==> src/core/scsr_pkg.sv <==
// Purpose: Shared constants and types of the serial configuration and soft reset register bank
// Assumes: 25 MHz system clock
// Notes:   Offsets are register addresses on the two-wire bus
package scsr_pkg;

    // ****************************************
    // Register addresses
    // ****************************************
    localparam logic [7:0] SCSR_ADDR_EVENT_FLAGS = 8'h10;
    localparam logic [7:0] SCSR_ADDR_EVENT_MASK  = 8'h11;
    localparam logic [7:0] SCSR_ADDR_EVENT_OK    = 8'h12;
    localparam logic [7:0] SCSR_ADDR_BUS_CONFIG  = 8'h40;
    localparam logic [7:0] SCSR_ADDR_RESET_KEY   = 8'h50;
    localparam logic [7:0] SCSR_ADDR_SHIP_CTRL   = 8'h51;

    // ****************************************
    // Reset values and keys
    // ****************************************
    localparam logic [7:0] SCSR_RST_EVENT_FLAGS  = 8'h00;
    localparam logic [7:0] SCSR_RST_EVENT_MASK   = 8'hff;
    localparam logic [7:0] SCSR_RST_BUS_CONFIG   = 8'h00;
    localparam logic [7:0] SCSR_RST_RESET_KEY    = 8'h00;
    localparam logic [7:0] SCSR_RST_SHIP_CTRL    = 8'h00;
    localparam logic [7:0] SCSR_SOFT_RESET_KEY   = 8'ha5;
    localparam logic [7:0] SCSR_EVENT_IMPL_MASK  = 8'hfb;

    // ****************************************
    // Field positions
    // ****************************************
    localparam int SCSR_BIT_PAIR_MODE   = 4;
    localparam int SCSR_BIT_FAST_PERSIST = 0;
    localparam int SCSR_BIT_SHIP_TSEL   = 0;

    // ****************************************
    // Bus codes
    // ****************************************
    localparam logic [6:0] SCSR_DEV_ADDR_DEFAULT = 7'h6b; // Arbitrary value
    localparam logic [4:0] SCSR_FAST_ENTRY_CODE  = 5'h01;

    // ****************************************
    // Timing
    // ****************************************
    localparam int SCSR_CLK_HZ          = 25_000_000;
    localparam int SCSR_SHIP_LONG_US    = 10_000;
    localparam int SCSR_SHIP_SHORT_US10 = 1;        // 0.1 ms in units of 100 us
    localparam int SCSR_SHIP_LONG_CYC   = SCSR_CLK_HZ / 1_000_000 * SCSR_SHIP_LONG_US;
    localparam int SCSR_SHIP_SHORT_CYC  = SCSR_CLK_HZ / 10_000 * SCSR_SHIP_SHORT_US10;

    typedef struct packed {
        logic pair_mode;
        logic fast_mode_persist_en;
        logic ship_exit_timer_sel;
    } scsr_ctrl_s;

    typedef enum logic [1:0] {
        SCSR_KIND_ADDR,
        SCSR_KIND_REG,
        SCSR_KIND_DATA
    } scsr_kind_e;

endpackage

==> src/core/scsr_regs.sv <==
// Purpose: Two-wire bus slave with charger event flags, soft reset, ship timer select and bus config
// Assumes: SCL and SDA are slow against clk_sys_i; SDA is open drain
// Notes:   Whole design sits on clk_sys_i; bus pins are oversampled
`timescale 1ns/100ps
module scsr_regs
    import scsr_pkg::*;
#(
    parameter logic [6:0] DEV_ADDR       = SCSR_DEV_ADDR_DEFAULT,
    parameter int         SHIP_LONG_CYC  = SCSR_SHIP_LONG_CYC,
    parameter int         SHIP_SHORT_CYC = SCSR_SHIP_SHORT_CYC
) (
    input  wire logic       clk_sys_i,
    input  wire logic       rst_i,
    input  wire logic       scl_i,
    input  wire logic       sda_i,
    output logic            sda_o,
    output logic            sda_oe_n_o,
    input  wire logic [7:0] event_ok_i,
    input  wire logic       ship_exit_req_i,
    output logic            ship_exit_o,
    output logic [7:0]      event_pending_o,
    output logic            fast_mode_o,
    output scsr_ctrl_s      ctrl_o
);

    // ****************************************
    // Input synchronisers
    // ****************************************
    logic [1:0] scl_sync_r, sda_sync_r, ship_sync_r;
    logic [7:0] ok_meta_r, ok_sync_r, ok_prev_r;
    logic       scl_prev_r, sda_prev_r;

    always_ff @(posedge clk_sys_i) begin
        if (rst_i) begin
            scl_sync_r  <= 2'h3;
            sda_sync_r  <= 2'h3;
            ship_sync_r <= 2'h0;
            ok_meta_r   <= event_ok_i; // Follow pins in reset, so no false event after it
            ok_sync_r   <= ok_meta_r;
            scl_prev_r  <= 1'b1;
            sda_prev_r  <= 1'b1;
        end else begin
            scl_sync_r  <= {scl_sync_r[0], scl_i};
            sda_sync_r  <= {sda_sync_r[0], sda_i};
            ship_sync_r <= {ship_sync_r[0], ship_exit_req_i};
            ok_meta_r   <= event_ok_i;
            ok_sync_r   <= ok_meta_r;
            scl_prev_r  <= scl_sync_r[1];
            sda_prev_r  <= sda_sync_r[1];
        end
    end

    logic scl_s, sda_s, scl_rise, scl_fall, bus_start, bus_stop;
    assign scl_s     = scl_sync_r[1];
    assign sda_s     = sda_sync_r[1];
    assign scl_rise  = scl_s & ~scl_prev_r;
    assign scl_fall  = ~scl_s & scl_prev_r;
    assign bus_start = scl_s & scl_prev_r & sda_prev_r & ~sda_s;
    assign bus_stop  = scl_s & scl_prev_r & ~sda_prev_r & sda_s;

    // ****************************************
    // Register storage
    // ****************************************
    logic [7:0] flags_r, mask_r, config_r, key_r, ship_r, rd_data;
    logic       wr_en_r, rd_clr_r;
    logic [7:0] wr_addr_r, wr_data_r;
    logic       soft_rst;

    assign soft_rst = wr_en_r && wr_addr_r == SCSR_ADDR_RESET_KEY && wr_data_r == SCSR_SOFT_RESET_KEY;

    always_ff @(posedge clk_sys_i) begin
        if (rst_i || soft_rst) begin
            mask_r   <= SCSR_RST_EVENT_MASK;
            config_r <= SCSR_RST_BUS_CONFIG;
            key_r    <= SCSR_RST_RESET_KEY;
            ship_r   <= SCSR_RST_SHIP_CTRL;
        end else if (wr_en_r) begin
            case (wr_addr_r)
                SCSR_ADDR_EVENT_MASK: mask_r   <= wr_data_r;
                SCSR_ADDR_BUS_CONFIG: config_r <= wr_data_r;
                SCSR_ADDR_RESET_KEY:  key_r    <= wr_data_r;
                SCSR_ADDR_SHIP_CTRL:  ship_r   <= wr_data_r;
                default: ;
            endcase
        end
    end

    // Change since last read; a change in the read cycle survives the clear
    always_ff @(posedge clk_sys_i) begin
        if (rst_i || soft_rst) begin
            flags_r   <= SCSR_RST_EVENT_FLAGS;
            ok_prev_r <= ok_sync_r;
        end else begin
            flags_r   <= ((rd_clr_r ? 8'h00 : flags_r) | (ok_sync_r ^ ok_prev_r)) & SCSR_EVENT_IMPL_MASK;
            ok_prev_r <= ok_sync_r;
        end
    end

    always_ff @(posedge clk_sys_i) begin
        if (rst_i) begin
            event_pending_o <= 8'h00;
        end else begin
            event_pending_o <= flags_r & ~mask_r;
        end
    end

    always_comb begin
        case (wr_addr_r)
            SCSR_ADDR_EVENT_FLAGS: rd_data = flags_r;
            SCSR_ADDR_EVENT_MASK:  rd_data = mask_r;
            SCSR_ADDR_EVENT_OK:    rd_data = ok_sync_r & SCSR_EVENT_IMPL_MASK;
            SCSR_ADDR_BUS_CONFIG:  rd_data = config_r;
            SCSR_ADDR_RESET_KEY:   rd_data = key_r;
            SCSR_ADDR_SHIP_CTRL:   rd_data = ship_r;
            default:               rd_data = 8'h00;
        endcase
    end

    assign ctrl_o.pair_mode            = config_r[SCSR_BIT_PAIR_MODE];
    assign ctrl_o.fast_mode_persist_en = config_r[SCSR_BIT_FAST_PERSIST];
    assign ctrl_o.ship_exit_timer_sel  = ship_r[SCSR_BIT_SHIP_TSEL];

    // ****************************************
    // Ship exit timer
    // ****************************************
    localparam int SHIP_W = $clog2(SHIP_LONG_CYC + 1);
    logic [SHIP_W-1:0] ship_cnt_r, ship_limit;
    logic              ship_done_r;

    assign ship_limit = ship_r[SCSR_BIT_SHIP_TSEL] ? SHIP_W'(SHIP_SHORT_CYC) : SHIP_W'(SHIP_LONG_CYC);

    // Request must stay high for the whole selected time; one pulse per press
    always_ff @(posedge clk_sys_i) begin
        if (rst_i || !ship_sync_r[1]) begin
            ship_cnt_r  <= '0;
            ship_done_r <= 1'b0;
            ship_exit_o <= 1'b0;
        end else begin
            ship_exit_o <= 1'b0;
            if (!ship_done_r) begin
                ship_cnt_r <= ship_cnt_r + 1'b1;
                if (ship_cnt_r + 1'b1 >= ship_limit) begin
                    ship_done_r <= 1'b1;
                    ship_exit_o <= 1'b1;
                end
            end
        end
    end

    // ****************************************
    // Two-wire bus engine
    // ****************************************
    typedef enum logic [2:0] {ST_IDLE, ST_RX, ST_ACK, ST_TX, ST_TXACK} scsr_state_e;
    scsr_state_e state_r;
    scsr_kind_e  kind_r;
    logic [7:0]  shift_r;
    logic [3:0]  bit_cnt_r;
    logic        wr_step_r, go_tx_r, drive_low_r, fast_code_r;

    assign sda_o       = 1'b0;
    assign sda_oe_n_o  = ~drive_low_r;
    assign fast_mode_o = fast_code_r | config_r[SCSR_BIT_FAST_PERSIST];

    // Entry code arms fast mode; STOP drops it only without persistence
    always_ff @(posedge clk_sys_i) begin
        if (rst_i) begin
            fast_code_r <= 1'b0;
        end else if (bus_stop && !config_r[SCSR_BIT_FAST_PERSIST]) begin
            fast_code_r <= 1'b0;
        end else if (state_r == ST_RX && kind_r == SCSR_KIND_ADDR && scl_fall && bit_cnt_r == 4'h8
                     && shift_r[7:3] == SCSR_FAST_ENTRY_CODE) begin
            fast_code_r <= 1'b1;
        end
    end

    always_ff @(posedge clk_sys_i) begin
        if (rst_i) begin
            state_r     <= ST_IDLE;
            kind_r      <= SCSR_KIND_ADDR;
            shift_r     <= 8'h00;
            bit_cnt_r   <= 4'h0;
            wr_step_r   <= 1'b0;
            go_tx_r     <= 1'b0;
            drive_low_r <= 1'b0;
            wr_en_r     <= 1'b0;
            rd_clr_r    <= 1'b0;
            wr_addr_r   <= 8'h00;
            wr_data_r   <= 8'h00;
        end else begin
            wr_en_r  <= 1'b0;
            rd_clr_r <= 1'b0;
            if (bus_start) begin
                state_r     <= ST_RX;
                kind_r      <= SCSR_KIND_ADDR;
                bit_cnt_r   <= 4'h0;
                drive_low_r <= 1'b0;
            end else if (bus_stop) begin
                state_r     <= ST_IDLE;
                drive_low_r <= 1'b0;
            end else begin
                case (state_r)
                    ST_IDLE: ;
                    ST_RX: begin
                        if (scl_rise) begin
                            shift_r   <= {shift_r[6:0], sda_s};
                            bit_cnt_r <= bit_cnt_r + 4'h1;
                        end else if (scl_fall && bit_cnt_r == 4'h8) begin
                            state_r     <= ST_ACK;
                            drive_low_r <= 1'b1;
                            go_tx_r     <= 1'b0;
                            wr_step_r   <= 1'b0;
                            case (kind_r)
                                SCSR_KIND_ADDR: begin
                                    // Entry code is never acknowledged
                                    if (shift_r[7:1] != DEV_ADDR) begin
                                        state_r     <= ST_IDLE;
                                        drive_low_r <= 1'b0;
                                    end
                                    go_tx_r <= shift_r[0];
                                    kind_r  <= SCSR_KIND_REG;
                                end
                                SCSR_KIND_REG: begin
                                    wr_addr_r <= shift_r;
                                    kind_r    <= SCSR_KIND_DATA;
                                end
                                SCSR_KIND_DATA: begin
                                    wr_en_r   <= 1'b1;
                                    wr_data_r <= shift_r;
                                    wr_step_r <= !config_r[SCSR_BIT_PAIR_MODE];
                                    if (config_r[SCSR_BIT_PAIR_MODE]) begin
                                        kind_r <= SCSR_KIND_REG;
                                    end
                                end
                                default: kind_r <= SCSR_KIND_ADDR;
                            endcase
                        end
                    end
                    ST_ACK: begin
                        if (scl_fall) begin
                            bit_cnt_r <= 4'h0;
                            if (go_tx_r) begin
                                state_r     <= ST_TX;
                                shift_r     <= rd_data;
                                drive_low_r <= ~rd_data[7];
                                rd_clr_r    <= wr_addr_r == SCSR_ADDR_EVENT_FLAGS;
                            end else begin
                                state_r     <= ST_RX;
                                drive_low_r <= 1'b0;
                                if (wr_step_r) begin
                                    wr_addr_r <= wr_addr_r + 8'h01;
                                end
                            end
                        end
                    end
                    ST_TX: begin
                        if (scl_rise) begin
                            bit_cnt_r <= bit_cnt_r + 4'h1;
                        end else if (scl_fall) begin
                            if (bit_cnt_r == 4'h8) begin
                                state_r     <= ST_TXACK;
                                drive_low_r <= 1'b0;
                            end else begin
                                shift_r     <= {shift_r[6:0], 1'b0};
                                drive_low_r <= ~shift_r[6];
                            end
                        end
                    end
                    ST_TXACK: begin
                        if (scl_rise) begin
                            go_tx_r   <= ~sda_s;
                            wr_addr_r <= wr_addr_r + 8'h01;
                        end else if (scl_fall) begin
                            state_r     <= go_tx_r ? ST_TX : ST_IDLE;
                            bit_cnt_r   <= 4'h0;
                            shift_r     <= rd_data;
                            drive_low_r <= go_tx_r & ~rd_data[7];
                            rd_clr_r    <= go_tx_r && wr_addr_r == SCSR_ADDR_EVENT_FLAGS;
                        end
                    end
                    default: state_r <= ST_IDLE;
                endcase
            end
        end
    end

endmodule // scsr_regs

==> config.mk <==
export PLATFORM = sky130hd
export DESIGN_NAME = scsr_regs
export DESIGN_NICKNAME = d
export VERILOG_FILES = /design/src/core/scsr_pkg.sv /design/src/core/scsr_regs.sv
export SDC_FILE = /design/constraint.sdc
export NUM_CORES = 1
export LEC_CHECK = 0
export ABC_AREA = 1
export BUFFER_PORTS_ARGS = -buffer_cell sky130_fd_sc_hd__buf_4
export CORE_UTILIZATION = 40
export CTS_CLUSTER_SIZE = 12
export DETAILED_ROUTE_END_ITERATION = 10
export GPL_TIMING_DRIVEN = 1
export MAX_ROUTING_LAYER = met4
export REMOVE_ABC_BUFFERS = 1
export SKIP_LAST_GASP = 1
export SLEW_MARGIN = 15
export SYNTH_ARGS = -nofsm -noshare
export SYNTH_HDL_FRONTEND = slang
export SYNTH_SLANG_ARGS = --single-unit
==> constraint.sdc <==
create_clock -name clk_sys_i -period 3.9 [get_ports clk_sys_i]
set_input_delay 0.78 -clock clk_sys_i [delete_from_list [all_inputs] [get_ports clk_sys_i]]
set_output_delay 0.78 -clock clk_sys_i [all_outputs]
set_load 0.01 [all_outputs]
==> flow_summary_export.csv <==
group,metric,value,unit
route,vias,5347,
clocking,cts_tree,"done",
clocking,clockBufferDepth,2,
cells_and_area,multi_input_area,2940,um2
critical_path,critPathLaunchType,"flop",
route,ant_nets,0,
floorplanning,chipHeight,126,um
timing,rsz0062_at_grt,"no",
power,powerDensity,503,nW/um2
floorplanning,rows,44,
synthesis,synthArstFlopShare,0,%
critical_path,path_class,"reg -> reg",
critical_path,arrival,3500,ps
synthesis,synth_area_leaders,"dfxtp_1 (44%), nand2_1 (12%), inv_1 (5.7%)",
synthesis,yosys.area.top_type,"dfxtp_1",
timing,max_slew_margin,42.9,%
synthesis,synth_cell_types,37,
clocking,cts_setup_buffers,0,
route,drc_errors,0,
floorplanning,ioPinCount,28,
clocking,holdBufCountCts,0,
floorplanning,die_w,126,um
cells_and_area,n_fill_cell,1489,
critical_path,endpoint_kind,"flop",
synthesis,ys.flop_type,"dfxtp_1",
synthesis,ys_ff_latch,134,
cells_and_area,syn_to_final_growth,13.9,%
synthesis,syn-cell-area,6160,um2
timing,fmax,321,MHz
cells_and_area,drive_gt1_share,10.7,%
power,p_leak,2.94,nW
synthesis,ys_seq_area_share,43.5,%
cells_and_area,final_common_cell,"nand2_1",
synthesis,avgSynthCellArea,7.33,um2
clocking,cts_buffers,17,
clocking,cts_sinks,134,
timing,min_period,3120,ps
clocking,clkTransAtPathRegs,60,ps
timing,slew_viol_final,0,
critical_path,r2r_start,"ship_cnt_r[0]",
timing,setup_viol,0,
global_routing,grt_max_degree,25,
timing,whs,325,ps
timing,period_share,79.9,%
placed_design,routabilityCongestion,0.854,
hold_path,hp-class,"reg -> reg",
synthesis,yosys_warnings,0,
power,ir_drop,0.362,mV
global_routing,grt_pass1_wl,24400,um
critical_path,crit_start,"ship_cnt_r[0]",
clocking,h-tree-depth,4,
global_routing,first_global_vias,4916,
cells_and_area,fin_nets,894,
clocking,ctsResizeCount,0,
timing,tns,0,ps
clocking,root_buffer,"clkbuf_16",
cells_and_area,diodes,0,
timing,final_hold_viol_count,0,
floorplanning,initial_core_util,41.8,%
route,drt_iter0_drc,384,
placed_design,portBuffers,24,
cells_and_area,fin_area,7020,um2
outcome,status,"complete, no violations",
synthesis,syn_inst,841,
clocking,insertion_delay,440,ps
critical_path,path_max_fanout,5,
hold_path,hp-start,"ok_meta_r[0]",
route,dr.pass1.iters,5,
route,wl,14800,um
placed_design,post-dp-hpwl,10400,um
job,maxCapViolations,0,
placed_design,place_area,6450,um2
floorplanning,dieArea,15900,um2
timing,worst_pin_slew,855,ps
cells_and_area,ff_latch_area,2680,um2
global_routing,antenna_found_initial,0,
power,power,3.53,mW
critical_path,critPathRequiredTime,4280,ps
route,vias_per_cell,5.04,
synthesis,synth-edff-count,0,
global_routing,grt_use_total,20.2,%
cells_and_area,final_cell_mix,"nand2_1 (204), dfxtp_1 (134), inv_1 (94)",
route,wl_per_cell,13.9,um
global_routing,grt.overflow.total,0,
timing,clock-skew-final,20.5,ps
floorplanning,coreArea,14800,um2
synthesis,synth_top_area_share,43.5,%
power breakdown:
part	internal, mW	switching (mW)
logic	0.145	0.317
clock network	0.856	0.681
registers	1.45	0.0804
total	2.45	1.08
area by class of cell:
cell class                      count  area share, %
Timing Repair Buffer               28           3.00
Sequential cell                   134           38.2
Multi-Input combinational cell    580           41.9
Clock buffer                       18           6.26
Clock inverter                     14           1.84
Tap cell                          184           3.28
Inverter                          102           5.46
cell families after synthesis:
logic type               Yosys count  synth area share [%]
adder cells (fa/ha/maj)           18                  3.66
buffers and inverters            128                  8.77
flip-flops                       134                  43.5
AND/OR/NAND/NOR                  390                  27.8
AO/OA/AOI/OAI                    154                  13.9
other                              1                0.0609
XOR/XNOR                          16                  2.27
final timing paths:
path                                     end  slack [ps]  depth (start not counted)
worst max register to register   ship_exit_o         780                         19
worst max-delay path             ship_exit_o         780                         19
worst min register to register  ok_sync_r[0]         330                          0
worst min-delay path            ok_sync_r[0]         330                          0
metrics by stage:
stage	utilization, %	instances	setup WS, ps
after floorplan	-	816	1300
after global placement	43.7	1028	887
after detailed placement	43.7	1028	847
after CTS	47.5	1060	764
after global routing	47.5	1060	450
final	47.5	1060	783
registers in the layout (all words and copies together), names as in the netlist, 8 cells and up:
| name | count |
|---|---|
| config_r | 8 |
| wr_data_r | 8 |
| shift_r | 8 |
| key_r | 8 |
| ship_r | 8 |
| wr_addr_r | 8 |
| mask_r | 8 |
| ship_cnt_r | 18 |
layer usage:
| metal | share of wire, % | wire length, um | up-vias | GRT usage (%) |
|---|---|---|---|---|
| met5 | 0 | 0 | - | - |
| met4 | 1.4 | 201 | 0 | 7.80 |
| met3 | 3.3 | 486 | 15 | 3.82 |
| met2 | 46 | 6730 | 105 | 31.1 |
| met1 | 50 | 7360 | 2427 | 26.2 |
| li1 | - | - | 2800 | - |
Yosys cell counts (all sizes together) (10+ instances only):
cell / instances
nand3: 56
a21oi: 63
nor3: 19
nor2: 75
buf: 16
a211oi: 10
inv: 100
clkbuf: 10
nand2: 209
ha: 18
dfxtp: 134
xor2: 15
or2: 10
o21ai: 58
nand4: 18
worst max-delay path, cell delays in order (launching register included):
cell     delay (ps)
dfxtp_1         400
ha_1            240
nand3_1         120
nor2_2          220
nand4_1         180
nor3_1          280
nand2_1         100
xor2_1          180
inv_1            60
ha_1            270
nand2_1          60
nor2_1          210
nand3_1         110
nor2_1          110
nand3_1          70
nor2_1          130
a21oi_1          70
nand3_1          90
nand2_1          90
inv_1            80
Note: power is estimated with default switching activity, not from simulation.
